`config.mk`:
```
export PLATFORM = sky130hd
export DESIGN_NAME = mos_top
export DESIGN_NICKNAME = d
export VERILOG_FILES = /design/src/mos_pkg.sv /design/src/mos_pulse_if.sv /design/src/mos_pulse_chan.sv /design/src/mos_top.sv
export SDC_FILE = /design/constraint.sdc
export NUM_CORES = 2
export LEC_CHECK = 0
export ABC_AREA = 1
export BUFFER_PORTS_ARGS = -buffer_cell sky130_fd_sc_hd__buf_2
export CAP_MARGIN = 5
export CORE_UTILIZATION = 65
export CTS_CLUSTER_DIAMETER = 150
export DETAILED_ROUTE_END_ITERATION = 8
export PLACE_DENSITY = 0.84
export SYNTH_ARGS = -nofsm -noshare
export SYNTH_HDL_FRONTEND = slang
export SYNTH_SLANG_ARGS = --single-unit
export TNS_END_PERCENT = 30
```
`constraint.sdc`:
```
create_clock -name i_clk -period 11.4 [get_ports i_clk]
set_input_delay 0.57 -clock i_clk [delete_from_list [all_inputs] [get_ports i_clk]]
set_output_delay 0.57 -clock i_clk [all_outputs]
set_load 0.1 [all_outputs]
```
`src/mos_pkg.sv`:
```
// Purpose: constants and types shared by the meter output stage
// Assumes: 125 MHz clock, register port with one-cycle read latency
// Notes: values are signed 32-bit fixed point as delivered by the measurement side
//
// Behaviour
// - relay contact stays open while no relay function is configured.
// - configured relay holds contact closed, opens only when function triggers.
// - relay setup order: variable, then lower point, then upper point.
// - contact opens while variable lies between points, closed above upper point.
// - relay source: flow, flow rate, temperature difference, T1, T2, sound speed.
// - pulse source: total volume, heat quantity or total mass.
// - pulse width chosen from 20, 40, 60, 100, 260 or 500 ms.
// - surplus owed pulses are buffered and emitted as soon as possible.
// - buffer holds 4096 pulses; beyond that output stops, overflow error set.
// - while overflow error is set, nothing is emitted or buffered.
// - overflow never alters totalizer values; totals keep accumulating.
// - explicit clear of the overflow error re-enables pulse emission.
// - two-channel build has a second independent pulse output per path.
// - totalizer unit change converts pending count to new unit.
// - character: start, eight data bits, optional odd/even parity, one stop.
// - bit rate defaults 9600; 9600 to 115200 selectable.
// - record transmission disabled after reset until operator enables it.
// - record interval hh:mm:ss, default one second.
// - serial factory reset restores every serial setting to default.
// - records are sent as ASCII characters.
// - record holds thirteen semicolon-separated fields in fixed order.
`default_nettype none

package mos_pkg;
    localparam int unsigned CLK_HZ = 125_000_000;
    localparam int unsigned SEC_CYCLES = CLK_HZ;
    localparam int unsigned MS_CYCLES = CLK_HZ / 1000;

    // ------------------------------------------------------------------
    // register offsets
    // ------------------------------------------------------------------
    localparam logic [7:0] A_RLY_SRC = 8'h00;
    localparam logic [7:0] A_RLY_LO = 8'h04;
    localparam logic [7:0] A_RLY_HI = 8'h08;
    localparam logic [7:0] A_PLS_CFG = 8'h0c;
    localparam logic [7:0] A_PLS_WGT = 8'h10;
    localparam logic [7:0] A_PLS_CTL = 8'h14;
    localparam logic [7:0] A_PLS_STAT = 8'h18;
    localparam logic [7:0] A_SER_CFG = 8'h1c;
    localparam logic [7:0] A_SER_IVL = 8'h20;
    localparam logic [7:0] A_REC_DATA = 8'h24;
    localparam logic [7:0] A_STATUS = 8'h28;
    localparam logic [7:0] A_UNIT_CONV = 8'h2c;

    // ------------------------------------------------------------------
    // field positions and reset values
    // ------------------------------------------------------------------
    localparam int unsigned PCTL_CLR_BIT = 0;
    localparam int unsigned PCTL_CONV_BIT = 1;
    localparam int unsigned SCFG_EN_BIT = 0;
    localparam int unsigned SCFG_FRST_BIT = 7;
    localparam logic [2:0] BAUD_RST = 3'h0;
    localparam logic [1:0] PAR_RST = 2'h0;
    localparam logic [16:0] IVL_RST = 17'h00001;
    localparam int unsigned BUF_DEPTH = 4096;

    typedef enum logic [2:0] {
        MOS_SRC_FLOW = 3'h0, MOS_SRC_RATE = 3'h1, MOS_SRC_TDIFF = 3'h2,
        MOS_SRC_T1 = 3'h3, MOS_SRC_T2 = 3'h4, MOS_SRC_VS = 3'h5
    } mos_src_t;

    typedef enum logic [1:0] {
        MOS_PAR_NONE = 2'h0, MOS_PAR_ODD = 2'h1, MOS_PAR_EVEN = 2'h2
    } mos_par_t;

    // rate table: 9600 19200 38400 56000 57600 115200
    function automatic logic [15:0] mos_baud_div(input logic [2:0] sel);
        case (sel)
            3'h1: mos_baud_div = 16'(CLK_HZ / 19200);
            3'h2: mos_baud_div = 16'(CLK_HZ / 38400);
            3'h3: mos_baud_div = 16'(CLK_HZ / 56000);
            3'h4: mos_baud_div = 16'(CLK_HZ / 57600);
            3'h5: mos_baud_div = 16'(CLK_HZ / 115200);
            default: mos_baud_div = 16'(CLK_HZ / 9600);
        endcase
    endfunction : mos_baud_div

    // widths 20 40 60 100 260 500 ms
    function automatic logic [25:0] mos_width_cyc(input logic [2:0] sel);
        case (sel)
            3'h1: mos_width_cyc = 26'(40 * MS_CYCLES);
            3'h2: mos_width_cyc = 26'(60 * MS_CYCLES);
            3'h3: mos_width_cyc = 26'(100 * MS_CYCLES);
            3'h4: mos_width_cyc = 26'(260 * MS_CYCLES);
            3'h5: mos_width_cyc = 26'(500 * MS_CYCLES);
            default: mos_width_cyc = 26'(20 * MS_CYCLES);
        endcase
    endfunction : mos_width_cyc
endpackage : mos_pkg

`default_nettype wire

```
`src/mos_pulse_if.sv`:
```
// Purpose: carrier between top and a pulse channel
// Assumes: single clock
// Notes: config from top, status back
`default_nettype none

interface mos_pulse_if;
    logic [31:0] total;
    logic [31:0] weight;
    logic [2:0] width_sel;
    logic clear;
    logic conv;
    logic [31:0] conv_mul;
    logic pulse;
    logic err;
    logic [12:0] pending;
    modport top (output total, weight, width_sel, clear, conv, conv_mul,
                 input pulse, err, pending);
    modport chan (input total, weight, width_sel, clear, conv, conv_mul,
                  output pulse, err, pending);
endinterface : mos_pulse_if

`default_nettype wire

```
`src/mos_pulse_chan.sv`:
```
// Purpose: one pulse output channel with pending buffer and overflow latch
// Assumes: total is a monotonic accumulated count from the totalizer
// Notes: pending count replaces a stored queue; pulses carry no data
`default_nettype none

module mos_pulse_chan
    import mos_pkg::*;
(
    // clock and reset
    input wire logic i_clk,
    input wire logic i_reset_n,
    // channel port
    mos_pulse_if.chan p
);
    typedef enum logic [1:0] {MOS_PC_IDLE = 2'b00, MOS_PC_HIGH = 2'b01,
                              MOS_PC_LOW = 2'b11} mos_pc_st_t;
    typedef struct packed {
        mos_pc_st_t st;
        logic [25:0] cnt;
        logic [31:0] acc;
        logic [31:0] last;
        logic [12:0] pend;
        logic err;
        logic pulse;
    } mos_pc_t;

    mos_pc_t s_r, s_nxt;
    logic [31:0] delta;
    logic [31:0] acc_sum;
    logic owed;
    logic [63:0] prod;

    always_comb
    begin
        s_nxt = s_r;
        delta = p.total - s_r.last;
        acc_sum = s_r.acc + delta;
        owed = 1'b0;
        prod = 64'(s_r.pend) * 64'(p.conv_mul);
        s_nxt.last = p.total;
        // one pulse owed per full weight step
        if (p.weight != 32'h0 && acc_sum >= p.weight)
        begin
            owed = 1'b1;
            s_nxt.acc = acc_sum - p.weight;
        end
        else
        begin
            s_nxt.acc = acc_sum;
        end
        case (s_r.st)
            MOS_PC_HIGH:
            begin
                if (s_r.cnt == 26'h1)
                begin
                    s_nxt.st = MOS_PC_LOW;
                    s_nxt.cnt = mos_width_cyc(p.width_sel);
                    s_nxt.pulse = 1'b0;
                end
                else
                    s_nxt.cnt = s_r.cnt - 26'h1;
            end
            MOS_PC_LOW:
            begin
                // equal gap keeps pulses apart
                if (s_r.cnt == 26'h1)
                    s_nxt.st = MOS_PC_IDLE;
                else
                    s_nxt.cnt = s_r.cnt - 26'h1;
            end
            MOS_PC_IDLE:
            begin
                if (s_r.pend != 13'h0 && !s_r.err)
                begin
                    s_nxt.st = MOS_PC_HIGH;
                    s_nxt.cnt = mos_width_cyc(p.width_sel);
                    s_nxt.pulse = 1'b1;
                    s_nxt.pend = s_r.pend - 13'h1;
                end
            end
            default: s_nxt.st = MOS_PC_IDLE;
        endcase
        if (owed && !s_r.err)
        begin
            if (s_nxt.pend == 13'(BUF_DEPTH))
            begin
                // overflow: drop all, stop output
                s_nxt.err = 1'b1;
                s_nxt.pend = 13'h0;
            end
            else
                s_nxt.pend = s_nxt.pend + 13'h1;
        end
        if (s_r.err)
            s_nxt.pend = 13'h0;
        // rescale pending on unit change, conv_mul is 16.16
        if (p.conv)
            s_nxt.pend = (prod[47:16] > 32'(BUF_DEPTH)) ? 13'(BUF_DEPTH) : prod[28:16];
        // clear loses to a new overflow in the same cycle
        if (p.clear && !(owed && s_nxt.err && !s_r.err))
            s_nxt.err = 1'b0;
        // overflow cuts a running pulse short
        if (s_nxt.err)
        begin
            s_nxt.st = MOS_PC_IDLE;
            s_nxt.pulse = 1'b0;
        end
        if (!i_reset_n)
        begin
            s_nxt = '0;
            s_nxt.st = MOS_PC_IDLE;
            s_nxt.last = p.total;
        end
    end

    always_ff @(posedge i_clk)
        s_r <= s_nxt;

    assign p.pulse = s_r.pulse;
    assign p.err = s_r.err;
    assign p.pending = s_r.pend;

    pend_cap_a: assert property (@(posedge i_clk) disable iff (!i_reset_n)
        s_r.pend <= 13'(BUF_DEPTH)) else $error("pending count above buffer size");
    err_silent_a: assert property (@(posedge i_clk) disable iff (!i_reset_n)
        s_r.err && !p.clear |=> s_r.pend == 13'h0 && !$rose(s_r.pulse))
        else $error("pulse activity while overflow set");
endmodule : mos_pulse_chan

`default_nettype wire

```
`src/mos_top.sv`:
```
// Purpose: relay, pulse outputs and serial record sender of the meter
// Assumes: measured values arrive as same-clock 32-bit words
// Notes: record characters are fed by software through a data register
//
// The implementer's own choices: the register addresses and the strobed register port.
`default_nettype none

module mos_top
    import mos_pkg::*;
#(
    parameter int unsigned CHANNELS = 2,
    parameter int unsigned SEC_CYC = SEC_CYCLES
)
(
    // clock and reset
    input wire logic i_clk,
    input wire logic i_reset_n,
    // register port
    input wire logic [7:0] i_addr,
    input wire logic [31:0] i_wdata,
    input wire logic i_wr,
    input wire logic i_rd,
    output logic [31:0] o_rdata,
    // measured values
    input wire logic [31:0] i_flow,
    input wire logic [31:0] i_flow_rate,
    input wire logic [31:0] i_temp_one,
    input wire logic [31:0] i_temp_two,
    input wire logic [31:0] i_sound_speed,
    input wire logic [31:0] i_tot_volume [CHANNELS],
    input wire logic [31:0] i_tot_heat [CHANNELS],
    input wire logic [31:0] i_tot_mass [CHANNELS],
    // outputs
    output logic o_relay_closed,
    output logic [CHANNELS-1:0] o_pulse,
    output logic o_txd
);
    initial
    begin
        if (CHANNELS < 1 || CHANNELS > 2)
            $error("CHANNELS must be 1 or 2");
        if (SEC_CYC < 2)
            $error("SEC_CYC too small");
    end

    typedef enum logic [1:0] {MOS_TX_IDLE = 2'b00, MOS_TX_START = 2'b01,
                              MOS_TX_DATA = 2'b11, MOS_TX_STOP = 2'b10} mos_tx_st_t;

    typedef struct packed {
        logic [2:0] rly_src;
        logic [1:0] rly_step;
        logic signed [31:0] rly_lo;
        logic signed [31:0] rly_hi;
        logic relay;
        logic [3:0] pls_src;
        logic [5:0] width_sel;
        logic [63:0] weight;
        logic [1:0] clear;
        logic conv;
        logic [31:0] conv_mul;
        logic ser_en;
        logic [2:0] baud;
        logic [1:0] par;
        logic [16:0] ivl;
        logic [16:0] sec_cnt;
        logic [31:0] tick;
        logic rec_due;
        logic [7:0] fifo_ch;
        logic ch_valid;
        mos_tx_st_t tx_st;
        logic [15:0] baud_cnt;
        logic [3:0] bit_idx;
        logic [8:0] shreg;
        logic txd;
        logic [31:0] rdata;
    } mos_top_t;

    mos_top_t s_r, s_nxt;
    mos_pulse_if pif [CHANNELS] ();
    logic signed [31:0] rly_val;
    logic [CHANNELS-1:0] pls_q, err_q;
    logic [12:0] pend_q [CHANNELS];

    genvar gi;
    generate
        for (gi = 0; gi < CHANNELS; gi++)
        begin : g_chan
            // each path drives its own output
            always_comb
            begin
                case (s_r.pls_src[2*gi +: 2])
                    2'h1: pif[gi].total = i_tot_heat[gi];
                    2'h2: pif[gi].total = i_tot_mass[gi];
                    default: pif[gi].total = i_tot_volume[gi];
                endcase
            end
            assign pif[gi].weight = s_r.weight[32*gi +: 32];
            assign pif[gi].width_sel = s_r.width_sel[3*gi +: 3];
            assign pif[gi].clear = s_r.clear[gi];
            assign pif[gi].conv = s_r.conv;
            assign pif[gi].conv_mul = s_r.conv_mul;
            assign pls_q[gi] = pif[gi].pulse;
            assign err_q[gi] = pif[gi].err;
            assign pend_q[gi] = pif[gi].pending;
            mos_pulse_chan u_chan (
                .i_clk(i_clk),
                .i_reset_n(i_reset_n),
                .p(pif[gi])
            );
        end
    endgenerate

    // ------------------------------------------------------------------
    // relay source select
    // ------------------------------------------------------------------
    always_comb
    begin
        case (s_r.rly_src)
            MOS_SRC_RATE: rly_val = i_flow_rate;
            MOS_SRC_TDIFF: rly_val = i_temp_two - i_temp_one;
            MOS_SRC_T1: rly_val = i_temp_one;
            MOS_SRC_T2: rly_val = i_temp_two;
            MOS_SRC_VS: rly_val = i_sound_speed;
            default: rly_val = i_flow;
        endcase
    end

    // ------------------------------------------------------------------
    // next state
    // ------------------------------------------------------------------
    always_comb
    begin
        s_nxt = s_r;
        s_nxt.clear = '0;
        s_nxt.conv = 1'b0;
        s_nxt.rdata = '0;

        // writes
        if (i_wr)
        begin
            case (i_addr)
                A_RLY_SRC:
                begin
                    // new variable restarts the setup sequence
                    s_nxt.rly_src = i_wdata[2:0];
                    s_nxt.rly_step = 2'h1;
                end
                A_RLY_LO:
                    if (s_r.rly_step == 2'h1)
                    begin
                        s_nxt.rly_lo = i_wdata;
                        s_nxt.rly_step = 2'h2;
                    end
                A_RLY_HI:
                    if (s_r.rly_step == 2'h2)
                    begin
                        s_nxt.rly_hi = i_wdata;
                        s_nxt.rly_step = 2'h3;
                    end
                A_PLS_CFG:
                begin
                    s_nxt.pls_src = i_wdata[3:0];
                    s_nxt.width_sel = i_wdata[13:8];
                end
                A_PLS_WGT: s_nxt.weight[32*i_wdata[31] +: 32] = {1'b0, i_wdata[30:0]};
                A_PLS_CTL:
                begin
                    if (i_wdata[PCTL_CLR_BIT])
                        s_nxt.clear = 2'(i_wdata[17:16]);
                    s_nxt.conv = i_wdata[PCTL_CONV_BIT];
                end
                A_UNIT_CONV: s_nxt.conv_mul = i_wdata;
                A_SER_CFG:
                begin
                    s_nxt.ser_en = i_wdata[SCFG_EN_BIT];
                    s_nxt.baud = (i_wdata[3:1] > 3'h5) ? BAUD_RST : i_wdata[3:1];
                    s_nxt.par = (i_wdata[5:4] == 2'h3) ? PAR_RST : i_wdata[5:4];
                    if (i_wdata[SCFG_FRST_BIT])
                    begin
                        // factory defaults
                        s_nxt.ser_en = 1'b0;
                        s_nxt.baud = BAUD_RST;
                        s_nxt.par = PAR_RST;
                        s_nxt.ivl = IVL_RST;
                    end
                end
                A_SER_IVL:
                    if (i_wdata[4:0] < 5'd24 && i_wdata[13:8] < 6'd60 && i_wdata[21:16] < 6'd60)
                        s_nxt.ivl = 17'(i_wdata[4:0] * 3600 + i_wdata[13:8] * 60
                                        + i_wdata[21:16]);
                A_REC_DATA:
                    if (!s_r.ch_valid)
                    begin
                        s_nxt.fifo_ch = i_wdata[7:0]; // ascii byte
                        s_nxt.ch_valid = 1'b1;
                    end
                default: ;
            endcase
        end

        // reads
        if (i_rd)
        begin
            case (i_addr)
                A_RLY_SRC: s_nxt.rdata = {28'h0, s_r.rly_step, 2'h0} | 32'(s_r.rly_src);
                A_RLY_LO: s_nxt.rdata = s_r.rly_lo;
                A_RLY_HI: s_nxt.rdata = s_r.rly_hi;
                A_PLS_CFG: s_nxt.rdata = {18'h0, s_r.width_sel, 4'h0, s_r.pls_src};
                A_PLS_STAT: s_nxt.rdata = {pend_q[CHANNELS-1], 2'h0, pend_q[0],
                                           2'(err_q), 2'(pls_q)};
                A_SER_CFG: s_nxt.rdata = {26'h0, s_r.par, s_r.baud, s_r.ser_en};
                A_SER_IVL: s_nxt.rdata = {15'h0, s_r.ivl};
                A_STATUS: s_nxt.rdata = {29'h0, s_r.rec_due, s_r.ch_valid, s_r.relay};
                A_UNIT_CONV: s_nxt.rdata = s_r.conv_mul;
                default: s_nxt.rdata = '0;
            endcase
        end

        // relay: closed when armed, open inside the band
        if (s_r.rly_step != 2'h3)
            s_nxt.relay = 1'b0;
        else if (rly_val >= s_r.rly_lo && rly_val <= s_r.rly_hi)
            s_nxt.relay = 1'b0;
        else
            s_nxt.relay = 1'b1;

        // record timer, held idle until enabled
        if (!s_r.ser_en)
        begin
            s_nxt.tick = '0;
            s_nxt.sec_cnt = '0;
            s_nxt.rec_due = 1'b0;
        end
        else if (s_r.tick == 32'(SEC_CYC - 1))
        begin
            s_nxt.tick = '0;
            if (s_r.sec_cnt + 17'h1 >= s_r.ivl)
            begin
                s_nxt.sec_cnt = '0;
                s_nxt.rec_due = 1'b1;
            end
            else
                s_nxt.sec_cnt = s_r.sec_cnt + 17'h1;
        end
        else
            s_nxt.tick = s_r.tick + 32'h1;
        // read clears the flag; a tick in the same cycle wins
        if (i_rd && i_addr == A_STATUS && !(s_r.ser_en && s_r.tick == 32'(SEC_CYC - 1)))
            s_nxt.rec_due = 1'b0;

        // transmitter 8 data bits, optional parity, one stop
        case (s_r.tx_st)
            MOS_TX_IDLE:
            begin
                s_nxt.txd = 1'b1;
                if (s_r.ch_valid && s_r.ser_en)
                begin
                    s_nxt.shreg = {(s_r.par == MOS_PAR_ODD) ? ~^s_r.fifo_ch : ^s_r.fifo_ch,
                                   s_r.fifo_ch};
                    s_nxt.ch_valid = 1'b0;
                    s_nxt.tx_st = MOS_TX_START;
                    s_nxt.baud_cnt = mos_baud_div(s_r.baud) - 16'h1;
                    s_nxt.txd = 1'b0;
                end
            end
            MOS_TX_START, MOS_TX_DATA:
            begin
                if (s_r.baud_cnt == 16'h0)
                begin
                    s_nxt.baud_cnt = mos_baud_div(s_r.baud) - 16'h1;
                    if (s_r.tx_st == MOS_TX_START)
                    begin
                        s_nxt.tx_st = MOS_TX_DATA;
                        s_nxt.bit_idx = 4'h0;
                        s_nxt.txd = s_r.shreg[0];
                    end
                    else if (s_r.bit_idx == ((s_r.par == MOS_PAR_NONE) ? 4'h7 : 4'h8))
                    begin
                        s_nxt.tx_st = MOS_TX_STOP;
                        s_nxt.txd = 1'b1;
                    end
                    else
                    begin
                        s_nxt.bit_idx = s_r.bit_idx + 4'h1;
                        s_nxt.txd = s_r.shreg[s_r.bit_idx + 4'h1];
                    end
                end
                else
                    s_nxt.baud_cnt = s_r.baud_cnt - 16'h1;
            end
            MOS_TX_STOP:
            begin
                if (s_r.baud_cnt == 16'h0)
                    s_nxt.tx_st = MOS_TX_IDLE;
                else
                    s_nxt.baud_cnt = s_r.baud_cnt - 16'h1;
            end
            default: s_nxt.tx_st = MOS_TX_IDLE;
        endcase

        if (!i_reset_n)
        begin
            s_nxt = '0;
            s_nxt.tx_st = MOS_TX_IDLE;
            s_nxt.txd = 1'b1;
            s_nxt.ivl = IVL_RST;
            s_nxt.baud = BAUD_RST;
            s_nxt.par = PAR_RST;
            s_nxt.conv_mul = 32'h0001_0000;
            s_nxt.ser_en = 1'b0;
        end
    end

    always_ff @(posedge i_clk)
        s_r <= s_nxt;

    // outputs registered here; pulse lines come from channel flops
    always_ff @(posedge i_clk)
    begin
        o_rdata <= s_nxt.rdata;
        o_relay_closed <= s_nxt.relay;
        o_txd <= s_nxt.txd;
        o_pulse <= i_reset_n ? pls_q : '0;
    end

    relay_open_a: assert property (@(posedge i_clk) disable iff (!i_reset_n)
        s_r.rly_step != 2'h3 |=> !s_r.relay) else $error("relay closed unconfigured");
    relay_band_a: assert property (@(posedge i_clk) disable iff (!i_reset_n)
        s_r.rly_step == 2'h3 && rly_val > s_r.rly_hi |=> s_r.relay)
        else $error("relay open above upper point");
    ser_quiet_a: assert property (@(posedge i_clk) disable iff (!i_reset_n)
        !s_r.ser_en && s_r.tx_st == MOS_TX_IDLE |=> s_r.txd)
        else $error("line active while disabled");
    rec_timer_idle_a: assert property (@(posedge i_clk) disable iff (!i_reset_n)
        !s_r.ser_en |=> s_r.tick == 32'h0 && !s_r.rec_due)
        else $error("record timer running while disabled");
endmodule : mos_top

`default_nettype wire

```
==> flow_summary.toml <==
[outcome]
status = "finished clean"

[timing]
setup_viol = 0
worstMarginPinSlew_ps = 1280
report.final.slew_viol_count = 0
finalCritPeriodShare = 0.664
period_minus_slack_ps = 7570
slew_headroom = 0.140
fin_skew_ps = 47.9
hold_viol = 0
rsz0062_at_grt = "false"
max_freq_mhz = 132
fin_tns_setup_ps = 0

[route]
wl_per_cell_um = 19.4
ant_nets = 0
routed_wl_mm = 228
dr.pass1.iters = 7
drt_iter0_drc = 6729
via_count = 68500
viasPerCell = 5.81
drc = 0

[floorplanning]
die_width_um = 330
initial_core_util = 0.659
die_y_um = 330
die_area_mm2 = 0.109
row_count = 119
pin_count = 432
core_region_area_mm2 = 0.106

[synthesis]
syn_avg_cell_area_um2 = 6.87
synthArstFlopShare = 0
netlist.area_leader.share = 0.212
ys_warn_count = 0
syn_inst = 10200
syn_nets = 11800
yosysMostFrequentCell = "nand2_1"
netlist_area_mm2 = 0.0698
ys_seq_area_frac = 0.155
synthDistinctLibCells = 84
synth-edff-count = 0
ys_seq_elements = 539
synth.area.top_cells = "fa_1 21%, dfxtp_1 15%, nand2_1 12%, inv_1 12%, ha_1 9.0%"
yosys-top-cells-count = "2,292 x nand2_1, 2,253 x inv_1, 741 x nor2_1"
synth_top_cell_by_area = "fa_1"
synthFlopType = "dfxtp_1"

[placement]
port_buffers = 431
dpl.hpwl_mm = 179
gp_congestion = 1.02

[grt]
grt_max_degree = 121
grtUsageTotal = 0.416
grt_overflow = 0
antenna_found_initial = 19
grt_pass1_wl_mm = 355
first_global_vias = 66600

[finish]
drive_above_1_share = 0.0857
n_fill_cell = 9049
nets = 12000
multiInputGateArea_mm2 = 0.0488
area_growth_pct = 7.11
regArea_mm2 = 0.0108

[critical_path]
path_common_cell = "nand2_1"
crit_buf_inv = 8
path_delay_family = "compound AO/OA/AOI/OAI gates"
crit_path_end_kind = "register"
startpoint_type = "register"
path_max_fanout = 61
crit_type = "reg2reg"
cpPeakStageDelay_ps = 470
slowest_stage = "inv_2"
crit_arrival_ps = 8050
required_ps = 11880

[clocking]
cts_root_buffer = "clkbuf_16"
cts_tree = "done"
clk-insertion-delay-late_ps = 680
clkTransAtPathRegs_ps = 60
cts_resized = 0
post_cts_buffers = 0
htree_levels = 2
numCtsBuffers = 57
clockBufferDepth = 3
postCtsHoldBufs = 0
cts.sinks = 539

[power]
finalPower_mw = 13.9
cellPowerDensity_mw_per_mm2 = 186
ir_worst_vdd_mv = 0.190
p_leak_nw = 39.4

[job]
max-cap-violations = 0

[worst_hold_path]
hold_class = "in2reg"
placed cells by master, fill, tap and decap left out, drive strengths merged, types with 9 or more instances in the layout:
master / Yosys / layout
nand2: 2335 / 2335
inv: 2302 / 2306
nor2: 791 / 791
fa: 738 / 738
a21oi: 696 / 696
o21ai: 560 / 560
dfxtp: 539 / 539
buf: 154 / 504
ha: 502 / 502
nand3: 334 / 334
xor2: 135 / 135
nor3: 108 / 108
nand4: 92 / 92
clkbuf: 228 / 76
xnor2: 75 / 75
a31oi: 65 / 65
a221oi: 61 / 61
a22o: 57 / 57
o22ai: 55 / 55
nor4: 37 / 37
a211oi: 36 / 36
a21o: 30 / 30
or2: 30 / 30
o21bai: 28 / 28
o211ai: 27 / 27
nand3b: 22 / 22
clkinv: 7 / 17
nor3b: 12 / 12
o21a: 10 / 10
a21boi: 10 / 10
a22oi: 9 / 9
o221ai: 9 / 9
clkinvlp: 0 / 9
flip-flops by register name (all words and copies together), names as in the netlist:
name,count
g_chan.u_chan.p.err,2
g_chan.u_chan.p.pending,26
g_chan.u_chan.p.pulse,2
g_chan.u_chan.s_r,184
o_pulse,2
o_rdata,32
o_relay_closed,1
o_txd,1
pif.clear,2
pif.conv,1
pif.conv_mul,32
pif.weight,62
pif.width_sel,6
s_r,186
cell type report:
type                       count  share of cell area
clock buffer                  76              0.0216
timing repair buffer         504              0.0363
multi-input combinational   6927               0.652
sequential                   539               0.145
inverter                    2309               0.116
tap                         1391              0.0233
antenna                        8            0.000268
clock inverter                31             0.00616
power by group:
| part | total, mW | internal, mW | switching, mW |
|---|---|---|---|
| logic | 9.37 | 3.19 | 6.19 |
| registers | 2.44 | 2.16 | 0.285 |
| clock network | 2.08 | 1.19 | 0.889 |
| total | 13.9 | 6.54 | 7.36 |
tightest hold or removal path, cell delays in order:
cell and delay, ps:
buf_2 100, inv_1 40, o21ai_0 80
routing by layer:
layer  wire, um  part of all wire  global-route usage  vias to the layer above
li1           -                 -                   -                    31800
met1      89100              0.39               0.541                    31900
met2      99200              0.43               0.645                     3961
met3      27900              0.12               0.109                      761
met4      12000             0.052               0.195                       22
met5        139           0.00061                   0                        -
final timing paths:
path              cells past startpoint                  endpoint             start  slack (ps)
setup / recovery                     36  g_chan[1].u_chan.s_r[70]          s_r[253]        3830
hold / removal                        3  g_chan[0].u_chan.s_r[27]  i_tot_volume[44]         180
setup reg to reg                     36  g_chan[1].u_chan.s_r[70]          s_r[253]        3830
hold reg to reg                       1                   s_r[74]           s_r[74]         450
stage by stage:
stage	hold WS, ps	std cells	instance area, um^2	utilization	worst slack (ps)
global route	191	11800	74800	0.706	3250
global placement	428	11700	72700	0.687	4200
CTS	155	11800	74800	0.706	4020
finish	179	11800	74800	0.706	3830
floorplan	418	10200	69800	-	5730
detailed placement	442	11700	72700	0.687	4130
cells by family (layout without fill, tap and decap cells):
family                   after synthesis  after routing  share of synthesized area
adder cells (fa/ha/maj)             1240           1240                      0.302
flip-flops                           539            539                      0.155
other                                  0              8                          0
AO/OA/AOI/OAI                       1698           1698                      0.140
XOR/XNOR                             210            210                     0.0268
AND/OR/NAND/NOR                     3779           3779                      0.229
buffers and inverters               2695           2920                      0.148
(Power assumes the default switching activity.)
